## config.mk

```make
export PLATFORM = sky130hd
export DESIGN_NAME = hzc_ctl
export DESIGN_NICKNAME = d
export VERILOG_FILES = /design/src/hzc_pkg.sv /design/src/hzc_ctl.sv
export VERILOG_INCLUDE_DIRS = /design/src
export SDC_FILE = /design/constraint.sdc
export NUM_CORES = 1
export LEC_CHECK = 0
export ABC_AREA = 1
export BUFFER_PORTS_ARGS = -buffer_cell sky130_fd_sc_hd__buf_2
export CAP_MARGIN = 20
export CORE_ASPECT_RATIO = 1.1
export CORE_MARGIN = 3
export CORE_UTILIZATION = 45
export DETAILED_ROUTE_END_ITERATION = 10
export HOLD_SLACK_MARGIN = 0.08
export PLACE_DENSITY = 0.85
export SETUP_SLACK_MARGIN = 0.5
export SLEW_MARGIN = 5
export SYNTH_ARGS = -nofsm -noshare
export SYNTH_HDL_FRONTEND = slang
export SYNTH_SLANG_ARGS = --single-unit
```

## constraint.sdc

```tcl
create_clock -name I_CLK -period 1.4 [get_ports I_CLK]
set_input_delay 0.21 -clock I_CLK [delete_from_list [all_inputs] [get_ports I_CLK]]
set_output_delay 0.21 -clock I_CLK [all_outputs]
set_load 0.02 [all_outputs]
```

## src/hzc_map.svh

```systemverilog
// Register offsets, field positions and reset values of the output shutdown control
`ifndef HZC_MAP_SVH
`define HZC_MAP_SVH

// ************************************************************
// Register byte offsets
// ************************************************************
`define HZC_ADDR_W 5
`define HZC_OFS_SEL 5'h00
`define HZC_OFS_CTL 5'h04
`define HZC_OFS_IRQ_STAT 5'h08
`define HZC_OFS_IRQ_EN 5'h0c
`define HZC_OFS_IRQ_CLR 5'h10

// ************************************************************
// Selection register fields
// ************************************************************
`define HZC_SEL_PIN_LO 0
`define HZC_SEL_TRIG_EN 4
`define HZC_SEL_SRC_LO 6
`define HZC_SEL_RST 8'h00

// ************************************************************
// Control register fields
// ************************************************************
`define HZC_CTL_FLAG 0
`define HZC_CTL_CLEAR 2
`define HZC_CTL_FORCE 3
`define HZC_CTL_EDGE_LO 4
`define HZC_CTL_MODE 6
`define HZC_CTL_EN 7
`define HZC_CTL_RST 4'h0

// ************************************************************
// Interrupt bits and bus responses
// ************************************************************
`define HZC_IRQ_ENTER 0
`define HZC_IRQ_LEAVE 1
`define HZC_IRQ_RST 2'h0
`define HZC_RESP_OKAY 2'h0
`define HZC_RESP_SLVERR 2'h2

`endif

```

## src/hzc_pkg.sv

```systemverilog
// Types shared by the output shutdown control
package hzc_pkg;
  // Trigger source choice
  typedef enum logic [1:0] {HZC_SRC_EXT, HZC_SRC_CMP0, HZC_SRC_CMP1, HZC_SRC_CMP2} hzc_src_type;
  // Valid edge choice
  typedef enum logic [1:0] {HZC_EDGE_NONE, HZC_EDGE_RISE, HZC_EDGE_FALL, HZC_EDGE_BAD} hzc_edge_type;
  // One tri-state request per target pin
  typedef logic [3:0] hzc_pins_type;
endpackage : hzc_pkg

```

## src/hzc_ctl.sv

```systemverilog
// Output shutdown control: trigger select, edge detect, state flag and AXI4-Lite registers
`include "hzc_map.svh"

// Function
// - Mode one: clear works only once trigger inactive
// - Mode zero: clear always releases the pins
// - Clear beats coincident edge in mode zero
// - Force sets flag; unconditional without edge
// - Source select: external input or comparators
// - Edge field: none, rising, falling, prohibited
// - Flag set by force/edge, held until clear or disable
// - Only edges after enabling trigger shutdown
module hzc_ctl (
  input wire logic I_CLK,
  input wire logic I_SRST,
  input wire logic [`HZC_ADDR_W-1:0] I_S_AXI_AWADDR,
  input wire logic I_S_AXI_AWVALID,
  output logic O_S_AXI_AWREADY,
  input wire logic [31:0] I_S_AXI_WDATA,
  input wire logic [3:0] I_S_AXI_WSTRB,
  input wire logic I_S_AXI_WVALID,
  output logic O_S_AXI_WREADY,
  output logic [1:0] O_S_AXI_BRESP,
  output logic O_S_AXI_BVALID,
  input wire logic I_S_AXI_BREADY,
  input wire logic [`HZC_ADDR_W-1:0] I_S_AXI_ARADDR,
  input wire logic I_S_AXI_ARVALID,
  output logic O_S_AXI_ARREADY,
  output logic [31:0] O_S_AXI_RDATA,
  output logic [1:0] O_S_AXI_RRESP,
  output logic O_S_AXI_RVALID,
  input wire logic I_S_AXI_RREADY,
  input wire logic I_EXT_IRQ_INPUT,
  input wire logic [2:0] I_CMP_OUT,
  output hzc_pkg::hzc_pins_type O_PIN_HIZ,
  output logic O_SHUTDOWN_STATE_FLAG,
  output logic O_IRQ
);
  import hzc_pkg::*;

  // ************************************************************
  // Declarations
  // ************************************************************
  logic aw_full_reg; // Write address held
  logic [`HZC_ADDR_W-1:0] aw_addr_reg; // Held write address
  logic w_full_reg; // Write data held
  logic [31:0] w_data_reg; // Held write data
  logic [3:0] w_strb_reg; // Held byte strobes
  logic bvalid_reg; // Write answer pending
  logic [1:0] bresp_reg; // Write answer code
  logic rvalid_reg; // Read answer pending
  logic [31:0] rdata_reg; // Read answer data
  logic [1:0] rresp_reg; // Read answer code
  logic do_write; // Both halves present this cycle
  logic wr_lane0; // Low byte written
  logic hit_sel, hit_ctl, hit_clr, hit_en; // Write decode
  hzc_src_type src_reg; // Trigger source
  hzc_pins_type pin_sel_reg; // Target pins
  logic trig_en_reg; // Trigger input enable
  logic ctl_en_reg, mode_reg; // Shutdown control enable and release condition mode
  hzc_edge_type edge_reg; // Valid edge choice
  logic flag_reg; // Shutdown state flag
  logic [1:0] irq_stat_reg, irq_en_reg; // Sticky events and their enables
  logic [3:0] trig_all; // Trigger candidates, external input in bit 0
  logic trig_sig; // Selected, gated trigger
  logic trig_prev_reg; // Trigger one cycle ago
  logic trig_active, edge_hit; // Trigger at its abnormal level; valid edge this cycle
  logic force_wr, clear_wr; // Force and clear bits written
  logic force_ok, clear_ok; // Force and clear accepted
  logic flag_next; // Next flag value
  logic [1:0] irq_event, irq_clr; // Events and clear strobes this cycle

  // ************************************************************
  // AXI4-Lite write channels
  // ************************************************************
  // Each half is taken when its slot is free and no answer waits
  assign O_S_AXI_AWREADY = !aw_full_reg && !bvalid_reg;
  assign O_S_AXI_WREADY = !w_full_reg && !bvalid_reg;
  assign do_write = aw_full_reg && w_full_reg && !bvalid_reg;
  assign wr_lane0 = do_write && w_strb_reg[0];
  assign hit_sel = wr_lane0 && (aw_addr_reg == `HZC_OFS_SEL);
  assign hit_ctl = wr_lane0 && (aw_addr_reg == `HZC_OFS_CTL);
  assign hit_en = wr_lane0 && (aw_addr_reg == `HZC_OFS_IRQ_EN);
  assign hit_clr = wr_lane0 && (aw_addr_reg == `HZC_OFS_IRQ_CLR);

  // Address slot
  always_ff @(posedge I_CLK) begin
    if (I_SRST) begin
      aw_full_reg <= 1'b0;
      aw_addr_reg <= '0;
    end else if (I_S_AXI_AWVALID && O_S_AXI_AWREADY) begin
      aw_full_reg <= 1'b1;
      aw_addr_reg <= {I_S_AXI_AWADDR[`HZC_ADDR_W-1:2], 2'b00};
    end else if (do_write) begin
      aw_full_reg <= 1'b0;
    end
  end

  // Data slot
  always_ff @(posedge I_CLK) begin
    if (I_SRST) begin
      w_full_reg <= 1'b0;
      w_data_reg <= '0;
      w_strb_reg <= '0;
    end else if (I_S_AXI_WVALID && O_S_AXI_WREADY) begin
      w_full_reg <= 1'b1;
      w_data_reg <= I_S_AXI_WDATA;
      w_strb_reg <= I_S_AXI_WSTRB;
    end else if (do_write) begin
      w_full_reg <= 1'b0;
    end
  end

  // Write answer, error on unmapped offsets
  always_ff @(posedge I_CLK) begin
    if (I_SRST) begin
      bvalid_reg <= 1'b0;
      bresp_reg <= `HZC_RESP_OKAY;
    end else if (do_write) begin
      bvalid_reg <= 1'b1;
      bresp_reg <= (aw_addr_reg > `HZC_OFS_IRQ_CLR) ? `HZC_RESP_SLVERR : `HZC_RESP_OKAY;
    end else if (I_S_AXI_BREADY) begin
      bvalid_reg <= 1'b0;
    end
  end
  assign O_S_AXI_BVALID = bvalid_reg;
  assign O_S_AXI_BRESP = bresp_reg;

  // ************************************************************
  // AXI4-Lite read channel
  // ************************************************************
  assign O_S_AXI_ARREADY = !rvalid_reg;

  // Read mux; strobe bits read zero, unmapped reads zero with error
  always_ff @(posedge I_CLK) begin
    if (I_SRST) begin
      rvalid_reg <= 1'b0;
      rdata_reg <= '0;
      rresp_reg <= `HZC_RESP_OKAY;
    end else if (I_S_AXI_ARVALID && O_S_AXI_ARREADY) begin
      rvalid_reg <= 1'b1;
      rresp_reg <= `HZC_RESP_OKAY;
      rdata_reg <= '0;
      unique case ({I_S_AXI_ARADDR[`HZC_ADDR_W-1:2], 2'b00})
        `HZC_OFS_SEL: begin
          rdata_reg[`HZC_SEL_SRC_LO +: 2] <= src_reg;
          rdata_reg[`HZC_SEL_TRIG_EN] <= trig_en_reg;
          rdata_reg[`HZC_SEL_PIN_LO +: 4] <= pin_sel_reg;
        end
        `HZC_OFS_CTL: begin
          rdata_reg[`HZC_CTL_EN] <= ctl_en_reg;
          rdata_reg[`HZC_CTL_MODE] <= mode_reg;
          rdata_reg[`HZC_CTL_EDGE_LO +: 2] <= edge_reg;
          rdata_reg[`HZC_CTL_FLAG] <= flag_reg;
        end
        `HZC_OFS_IRQ_STAT: rdata_reg[1:0] <= irq_stat_reg;
        `HZC_OFS_IRQ_EN: rdata_reg[1:0] <= irq_en_reg;
        `HZC_OFS_IRQ_CLR: rdata_reg <= '0; // Clear register is write-only
        default: rresp_reg <= `HZC_RESP_SLVERR; // Unmapped offset
      endcase
    end else if (I_S_AXI_RREADY) begin
      rvalid_reg <= 1'b0;
    end
  end
  assign O_S_AXI_RVALID = rvalid_reg;
  assign O_S_AXI_RDATA = rdata_reg;
  assign O_S_AXI_RRESP = rresp_reg;

  // ************************************************************
  // Configuration registers
  // ************************************************************
  // Source, pins and trigger enable; software orders these writes
  always_ff @(posedge I_CLK) begin
    if (I_SRST) begin
      src_reg <= HZC_SRC_EXT;
      pin_sel_reg <= '0;
      trig_en_reg <= 1'b0;
    end else if (hit_sel) begin
      src_reg <= hzc_src_type'(w_data_reg[`HZC_SEL_SRC_LO +: 2]);
      pin_sel_reg <= w_data_reg[`HZC_SEL_PIN_LO +: 4];
      trig_en_reg <= w_data_reg[`HZC_SEL_TRIG_EN];
    end
  end

  // Control fields; force and clear are strobes, never stored
  always_ff @(posedge I_CLK) begin
    if (I_SRST) begin
      {ctl_en_reg, mode_reg} <= 2'(`HZC_CTL_RST >> 2);
      edge_reg <= hzc_edge_type'(2'(`HZC_CTL_RST));
    end else if (hit_ctl) begin
      ctl_en_reg <= w_data_reg[`HZC_CTL_EN];
      mode_reg <= w_data_reg[`HZC_CTL_MODE];
      edge_reg <= hzc_edge_type'(w_data_reg[`HZC_CTL_EDGE_LO +: 2]);
    end
  end
  assign force_wr = hit_ctl && w_data_reg[`HZC_CTL_FORCE];
  assign clear_wr = hit_ctl && w_data_reg[`HZC_CTL_CLEAR];

  // ************************************************************
  // Trigger selection and edge detection
  // ************************************************************
  // Source mux gated by the trigger input enable; source code N picks bit N
  assign trig_all = {I_CMP_OUT, I_EXT_IRQ_INPUT};
  assign trig_sig = trig_all[src_reg] && trig_en_reg;

  // Previous sample; a level already active gives no edge
  always_ff @(posedge I_CLK) begin
    if (I_SRST) begin
      trig_prev_reg <= 1'b0;
    end else begin
      trig_prev_reg <= trig_sig;
    end
  end

  // Active level and valid edge; the prohibited code never triggers
  always_comb begin
    trig_active = 1'b0;
    edge_hit = 1'b0;
    unique case (edge_reg)
      HZC_EDGE_RISE: begin
        trig_active = trig_sig;
        edge_hit = trig_sig && !trig_prev_reg;
      end
      HZC_EDGE_FALL: begin
        trig_active = !trig_sig;
        edge_hit = !trig_sig && trig_prev_reg;
      end
      HZC_EDGE_NONE, HZC_EDGE_BAD: edge_hit = 1'b0; // No edge chosen, or the prohibited code
    endcase
    edge_hit = edge_hit && ctl_en_reg;
  end

  // ************************************************************
  // Shutdown state flag
  // ************************************************************
  // Force needs an inactive trigger unless no edge is chosen
  assign force_ok = force_wr && ctl_en_reg && !trig_active;
  // Mode zero ignores the trigger mode one needs it idle
  assign clear_ok = clear_wr && ctl_en_reg && (!mode_reg || (!trig_active && !edge_hit));

  // Clear outranks set, so a coincident edge loses in mode zero
  assign flag_next = (!ctl_en_reg || clear_ok) ? 1'b0 : (force_ok || edge_hit || flag_reg);

  // Flag register
  always_ff @(posedge I_CLK) begin
    if (I_SRST) begin
      flag_reg <= 1'b0;
    end else begin
      flag_reg <= flag_next;
    end
  end
  assign O_SHUTDOWN_STATE_FLAG = flag_reg;
  // Tri-state only the chosen pins
  assign O_PIN_HIZ = flag_reg ? pin_sel_reg : '0;

  // ************************************************************
  // Interrupts
  // ************************************************************
  assign irq_event = {flag_reg && !flag_next, !flag_reg && flag_next};
  assign irq_clr = hit_clr ? w_data_reg[1:0] : 2'b00;

  // Sticky status; a new event wins over its clear
  always_ff @(posedge I_CLK) begin
    if (I_SRST) begin
      irq_stat_reg <= `HZC_IRQ_RST;
    end else begin
      irq_stat_reg <= (irq_stat_reg & ~irq_clr) | irq_event;
    end
  end

  // Enable register
  always_ff @(posedge I_CLK) begin
    if (I_SRST) begin
      irq_en_reg <= `HZC_IRQ_RST;
    end else if (hit_en) begin
      irq_en_reg <= w_data_reg[1:0];
    end
  end
  assign O_IRQ = |(irq_stat_reg & irq_en_reg);

  // ************************************************************
  // Assertions
  // ************************************************************
  property p_clear_mode0;
    @(posedge I_CLK) disable iff (I_SRST)
    clear_wr && ctl_en_reg && !mode_reg |=> !O_SHUTDOWN_STATE_FLAG;
  endproperty
  a_clear_mode0: assert property (p_clear_mode0) else $error("clear in mode 0 did not release");
  property p_clear_mode0_beats_edge;
    @(posedge I_CLK) disable iff (I_SRST)
    clear_wr && edge_hit && !mode_reg |=> O_PIN_HIZ == 4'h0;
  endproperty
  a_clear_mode0_beats_edge: assert property (p_clear_mode0_beats_edge) else $error("edge beat clear");
  property p_clear_mode1_blocked;
    @(posedge I_CLK) disable iff (I_SRST)
    clear_wr && mode_reg && trig_active && ctl_en_reg && flag_reg |=> flag_reg;
  endproperty
  a_clear_mode1_blocked: assert property (p_clear_mode1_blocked) else $error("clear worked while active");
  property p_edge_sets;
    @(posedge I_CLK) disable iff (I_SRST)
    edge_hit && !clear_wr ##1 ctl_en_reg |-> O_SHUTDOWN_STATE_FLAG;
  endproperty
  a_edge_sets: assert property (p_edge_sets) else $error("valid edge did not set flag");
  property p_force_noedge;
    @(posedge I_CLK) disable iff (I_SRST)
    force_wr && ctl_en_reg && edge_reg == HZC_EDGE_NONE && !clear_wr |=> flag_reg;
  endproperty
  a_force_noedge: assert property (p_force_noedge) else $error("force without edge ignored");
  property p_level_no_trigger;
    @(posedge I_CLK) disable iff (I_SRST)
    ctl_en_reg && trig_active && $past(trig_active) && $past(edge_reg) == edge_reg && !force_wr && !flag_reg
      |=> !flag_reg;
  endproperty
  a_level_no_trigger: assert property (p_level_no_trigger) else $error("steady level caused shutdown");
  property p_bad_edge;
    @(posedge I_CLK) disable iff (I_SRST)
    edge_reg == HZC_EDGE_BAD && !force_wr && !flag_reg |=> !flag_reg;
  endproperty
  a_bad_edge: assert property (p_bad_edge) else $error("prohibited edge code triggered");
  property p_ext_source;
    @(posedge I_CLK) disable iff (I_SRST)
    src_reg == HZC_SRC_EXT && trig_en_reg && $past(trig_en_reg) && $rose(I_EXT_IRQ_INPUT)
      && edge_reg == HZC_EDGE_RISE && ctl_en_reg && !clear_wr |=> flag_reg;
  endproperty
  a_ext_source: assert property (p_ext_source) else $error("external input edge missed");
  property p_pins;
    @(posedge I_CLK) disable iff (I_SRST)
    ##1 O_PIN_HIZ == ($past(flag_next) ? pin_sel_reg : 4'h0);
  endproperty
  a_pins: assert property (p_pins) else $error("wrong pins tri-stated");

endmodule : hzc_ctl

```

**Word-level counts from Yosys, hierarchy flattened**

Cells that the tools add are included.

- Bits in registers: 45
- Output and inout bits: 47

- $lt $le $gt $ge: 2
- Eq/ne operators: 10
- Muxes and demuxes: 22
- Bitwise logic cells: 4
- Reduce and logical (&&, ||, !) cells: 51

Operator list:

| kind | number |
|---|---|
| 1-bit logical AND | 25 |
| 1-bit logical NOT | 12 |
| 1-bit two-way mux | 10 |
| 3-bit by 2-bit equality test with 1-bit output (second input constant) | 3 |
| 2-bit two-way mux | 4 |
| 2-bit nonzero test | 4 |
| 3-bit by 1-bit equality test with 1-bit output (second input constant) | 2 |
| 3-bit equality test (second input constant) | 2 |
| 1-bit one-hot mux with 3 select lines | 2 |
| 5-bit > comparator (second input constant) | 1 |
| 5-bit logical NOT | 1 |
| 5-bit OR reduction | 1 |
| 2-bit bitwise AND | 2 |
| 2-bit equality test (second input constant) | 2 |
| 1-bit logical OR | 4 |
| 4-bit two-way mux | 1 |
| 1-bit one-hot mux with 2 select lines | 2 |
| 1-bit one-hot mux with 4 select lines | 1 |
| 2-bit one-hot mux with 2 select lines | 1 |
| 2-bit OR reduction | 2 |
| 3-bit logical NOT | 1 |
| 2-bit by 3-bit < comparator with 1-bit output (second input constant) | 1 |
| 1-bit binary-select mux with 2-bit select | 1 |
| 2-bit by 1-bit equality test with 1-bit output (second input constant) | 1 |
| 3 further kinds | 3 |

**Logic depth before layout (Yosys ltp)**

- Word-level depth: 16
- Depth in mapped cells: 11

**Worst setup path before layout**

No wires, ideal clock.

- Kind: register to register
- Start: register bvalid_reg (netlist: O_S_AXI_BVALID)
- End: register w_data_reg[0]
- Data arrival time: 1.301 ns
- Required time: 1.284 ns
- Setup slack: -0.017 ns
- Stages on the path, launching flop included: 6
- Buffers on the path: 1
- Path through: dfxtp_1 -> nor2_1 -> nand2_1 -> clkbuf_1 -> o21ai_0 -> nor2_1

- Longest elaborated chain between the ends: 3

RTL lines:

| what | RTL line | source |
|---|---|---|
| start, declared | hzc_ctl.sv:49 | `logic bvalid_reg;` |
| start signal, assigned | hzc_ctl.sv:117 | `bvalid_reg <= 1'b0;` |
| start signal, assigned | hzc_ctl.sv:120 | `bvalid_reg <= 1'b1;` |
| start signal, assigned | hzc_ctl.sv:123 | `bvalid_reg <= 1'b0;` |
| 1-bit logical NOT | hzc_ctl.sv:78 | `assign O_S_AXI_WREADY = !w_full_reg && !bvalid_reg;` |
| 1-bit logical AND | hzc_ctl.sv:78 |  |
| via O_S_AXI_WREADY | hzc_ctl.sv:22 | `output logic O_S_AXI_WREADY,` |
| 1-bit logical AND | hzc_ctl.sv:105 | `end else if (I_S_AXI_WVALID && O_S_AXI_WREADY) begin` |
| end signal, assigned | hzc_ctl.sv:103 | `w_data_reg <= '0;` |
| end signal, assigned | hzc_ctl.sv:107 | `w_data_reg <= I_S_AXI_WDATA;` |
| end, declared | hzc_ctl.sv:47 | `logic [31:0] w_data_reg;` |

The timed path passes the listed nets, and every way through them passes these cells.
A chain may end at the register's enable or synchronous reset.

**Worst setup path after layout**

- Start: register bvalid_reg (netlist: O_S_AXI_BVALID)
- End: register ctl_en_reg

- Longest elaborated chain between the ends: 4

RTL lines:

| what | RTL line | source |
|---|---|---|
| 1-bit logical NOT | hzc_ctl.sv:79 | `assign do_write = aw_full_reg && w_full_reg && !bvalid_reg;` |
| 1-bit logical AND | hzc_ctl.sv:79 |  |
| 1-bit logical AND | hzc_ctl.sv:80 | `assign wr_lane0 = do_write && w_strb_reg[0];` |
| 1-bit logical AND | hzc_ctl.sv:82 | `` assign hit_ctl = wr_lane0 && (aw_addr_reg == `HZC_OFS_CTL); `` |
| end signal, assigned | hzc_ctl.sv:188 | `` {ctl_en_reg, mode_reg} <= 2'(`HZC_CTL_RST >> 2); `` |
| end signal, assigned | hzc_ctl.sv:191 | `` ctl_en_reg <= w_data_reg[`HZC_CTL_EN]; `` |
| end, declared | hzc_ctl.sv:60 | `logic ctl_en_reg, mode_reg;` |

No other way between the ends.

==> results.md <==
- Crit share post-route: 103%
- Area delta synth->final: 45.4%
- Share of Yosys cell area claimed by the top area cell type: 41.9%
- Setup Skew: 0.0116 ns
- Drt pass-1 iters: 4
- WHS Endpoint: w_data_reg[1]
- Post-route setup slack: -0.0357 ns
- Max-Cap Viols: 0
- Cell with the most instances after synthesis: dfxtp_1
- Total gr overflow: 0
- Area of the multi-input gates: 1120 sq um
- HP Start: I_S_AXI_WDATA[1]
- Total GRT Usage: 18.7%
- Fmax: 0.697 GHz
- Mux share of post-synthesis cell area: 0%
- R2r setup slk: -0.04 ns
- Largest net degree at the start of global routing: 30
- # setup viols final: 3
- Final #Nets: 419
- Drt wl/cell: 13.4 um
- Fin. max-slew vios: 0
- Slowest Stage Delay on Critical Path: 0.37 ns
- Ys Warns: 0
- Area contributors post-synth: dfxtp_1, buf_4, nand2_1, nor2_1, o21ai_0
- Storage element area: 901 sq um
- RSZ-0062 raised after global routing: true
- Top-Level Pins: 104
- H-tree depth: 2
- Initial antenna violation count: 0
- Synth Area in Adders: 0%
- GPL Wtd Cong: 0.820
- Fillers: 337
- Post-Synth XOR/XNOR Area: 0%
- CTS Buf Count: 5
- Worst min path class: in2reg
- Crit path max-delay cell type: dfxtp_4
- Worst VDD drop: 0.000784 V
- Initial Util: 47.3%
- Clock Path Buffers: 2
- CTS tree: done
- Status: finished, violations left
- Drt via density: 5.01
- Die Span X: 70.4 um
- Share of cells above drive strength 1: 49.7%
- Die area: 5410 sq um
- Critical path startpoint category: register
- Top post-synthesis cells by count: dfxtp_1, nand2_1, nor2_1
- Main combinational cell family by area after synthesis: simple AND/OR/NAND/NOR gates
- Final setup TNS: -0.0561 ns
- R2R Path Start: O_S_AXI_BVALID
- Core Region: 4350 sq um
- Worst-path clk slew: 0.08 ns
- Yosys cell types: 27
- Cell chain of the critical path: inv_4, nand3_4, nor2_4, nand2_4, nor2_4, inv_4, buf_12, buf_12, o21ai_2, a21oi_2
- First-pass GRT wire length: 8110 um
- CP Capture Type: register
- Pleak: 1.32 nW
- Simple-Gate Fraction of Synth Area: 23.9%
- Cell Rows: 25
- DRT Wirelength: 5590 um
- Final core utilization: 68.7%
- Post-synth ARST share: 0%
- Die height: 76.9 um
- Power Dens Cells: 842 nW/um^2
- Post-Synthesis Cells: 284
- IO buf count: 46
- Antenna cells: 0
- Vias in the first global route: 1,806
- Hold depth: 3
- Area leader, netlist: dfxtp_1
- Synth Area in Compound Gates: 16.6%
- Seq cells post-synth: 43
- Root buffer cell: clkbuf_8
- Dpl hpwl: 3320 um
- Final hold violations: 0
- CTS Hold Bufs: 0
- FF-to-FF End: ctl_en_reg
- Sequential fraction of the synthesis area: 41.9%
- Worst Path Max Fanout: 8
- Vias: 2,084
- CP required: 1.58 ns
- Kind of critical path: reg2reg
- DRT iter0 DRCs: 76
- Prevailing post-synth register cell: dfxtp_1
- Failing checks: setup timing
- Tmin final: 1.44 ns
- Worst R2R Path Depth: 10
- Syn_area_per_cell: 7.23 sq um
- DR DRC count: 0
- Worst Setup SP: O_S_AXI_BVALID
- CP Data Arrival Time: 1.62 ns
- Final ANT Viol Nets: 0
- CTS sink count: 43
- Worst skew pair latency: 0.30 ns
- Post-synthesis cell area: 2050 sq um
- EDFF count, synth: 0
-- metal layers --
| metal | part of all wire, % | track usage (%) | wire, um | vias to the layer above |
|---|---|---|---|---|
| met5 | 0 | 0 | 0 | - |
| met2 | 54 | 33.8 | 3040 | 91 |
| li1 | - | - | - | 1018 |
| met1 | 37 | 20.9 | 2060 | 963 |
| met3 | 6.6 | 4.98 | 371 | 12 |
| met4 | 2.1 | 5.94 | 119 | 0 |
-- cells by family (layout without fill, tap and decap cells) --
kind of cell | after synthesis | count (layout)
simple gates | 107 | 107
other cells | 1 | 26
buf+inv | 69 | 122
compound gates | 64 | 64
flops | 43 | 43
-- power breakdown --
| group | leakage (nW) | switching [mW] | internal (mW) |
|---|---|---|---|
| Sequential | 0.363 | 0.0433 | 1.27 |
| Combinational | 0.923 | 0.286 | 0.165 |
| Clock | 0.0383 | 0.410 | 0.344 |
-- critical path: cells and delay by family (launching register included) --
kind,cells,cell delay (ns)
AND/OR/NAND/NOR,4,0.40
buffers and inverters,4,0.35
AO/OA/AOI/OAI,2,0.19
flip-flops,1,0.37
-- how the worst max path moves through the flow --
| stage | end |
|---|---|
| 6_report | ctl_en_reg |
| 5_1_grt | irq_stat_reg[0] |
| 4_1_cts | irq_stat_reg[1] |
| 3_5_place_dp | O_SHUTDOWN_STATE_FLAG |
| 3_3_place_gp | irq_stat_reg[1] |
| 2_1_floorplan | irq_stat_reg[1] |
-- layout by cell type, fill, tap and decap left out, types with 19 or more instances in the layout --
cell type and instances:
dfxtp_1 19, a21oi_1 19, conb_1 26, buf_6 27, dfxtp_2 20, inv_1 20
buf_4 23, nor2_1 31, nand2_1 29, buf_2 26
-- area by class of cell --
| class | count | area share [%] |
|---|---|---|
| Tap cell | 54 | 2.26 |
| Inverter | 36 | 5.40 |
| Multi-Input combinational cell | 197 | 37.5 |
| Timing Repair Buffer | 79 | 22.2 |
| Sequential cell | 43 | 30.2 |
| Clock buffer | 7 | 2.55 |
-- stage by stage --
stage | instance area (sq um) | setup WS [ns] | instances | total power, mW | hold slack [ns]
2_1_floorplan | 2210 | 0.144 | 309 | 1.62 | 0.369
3_3_place_gp | 2320 | 0.0937 | 383 | 1.65 | 0.453
3_5_place_dp | 2320 | 0.0365 | 383 | 1.66 | 0.457
4_1_cts | 2790 | 0.0499 | 407 | 2.45 | 0.144
5_1_grt | 2990 | -0.117 | 416 | 2.61 | 0.187
6_report | 2990 | -0.0357 | 416 | 2.51 | 0.159
-- what timing repair did --
action | CTS | global route
buffers inserted | 16 | 9
setup endpoints to repair | 60 | 64
pin swaps | 13 | 16
gates resized for setup | 101 | 48
cloned | 1 | 0
No activity file was read; power rests on OpenSTA's default activity.
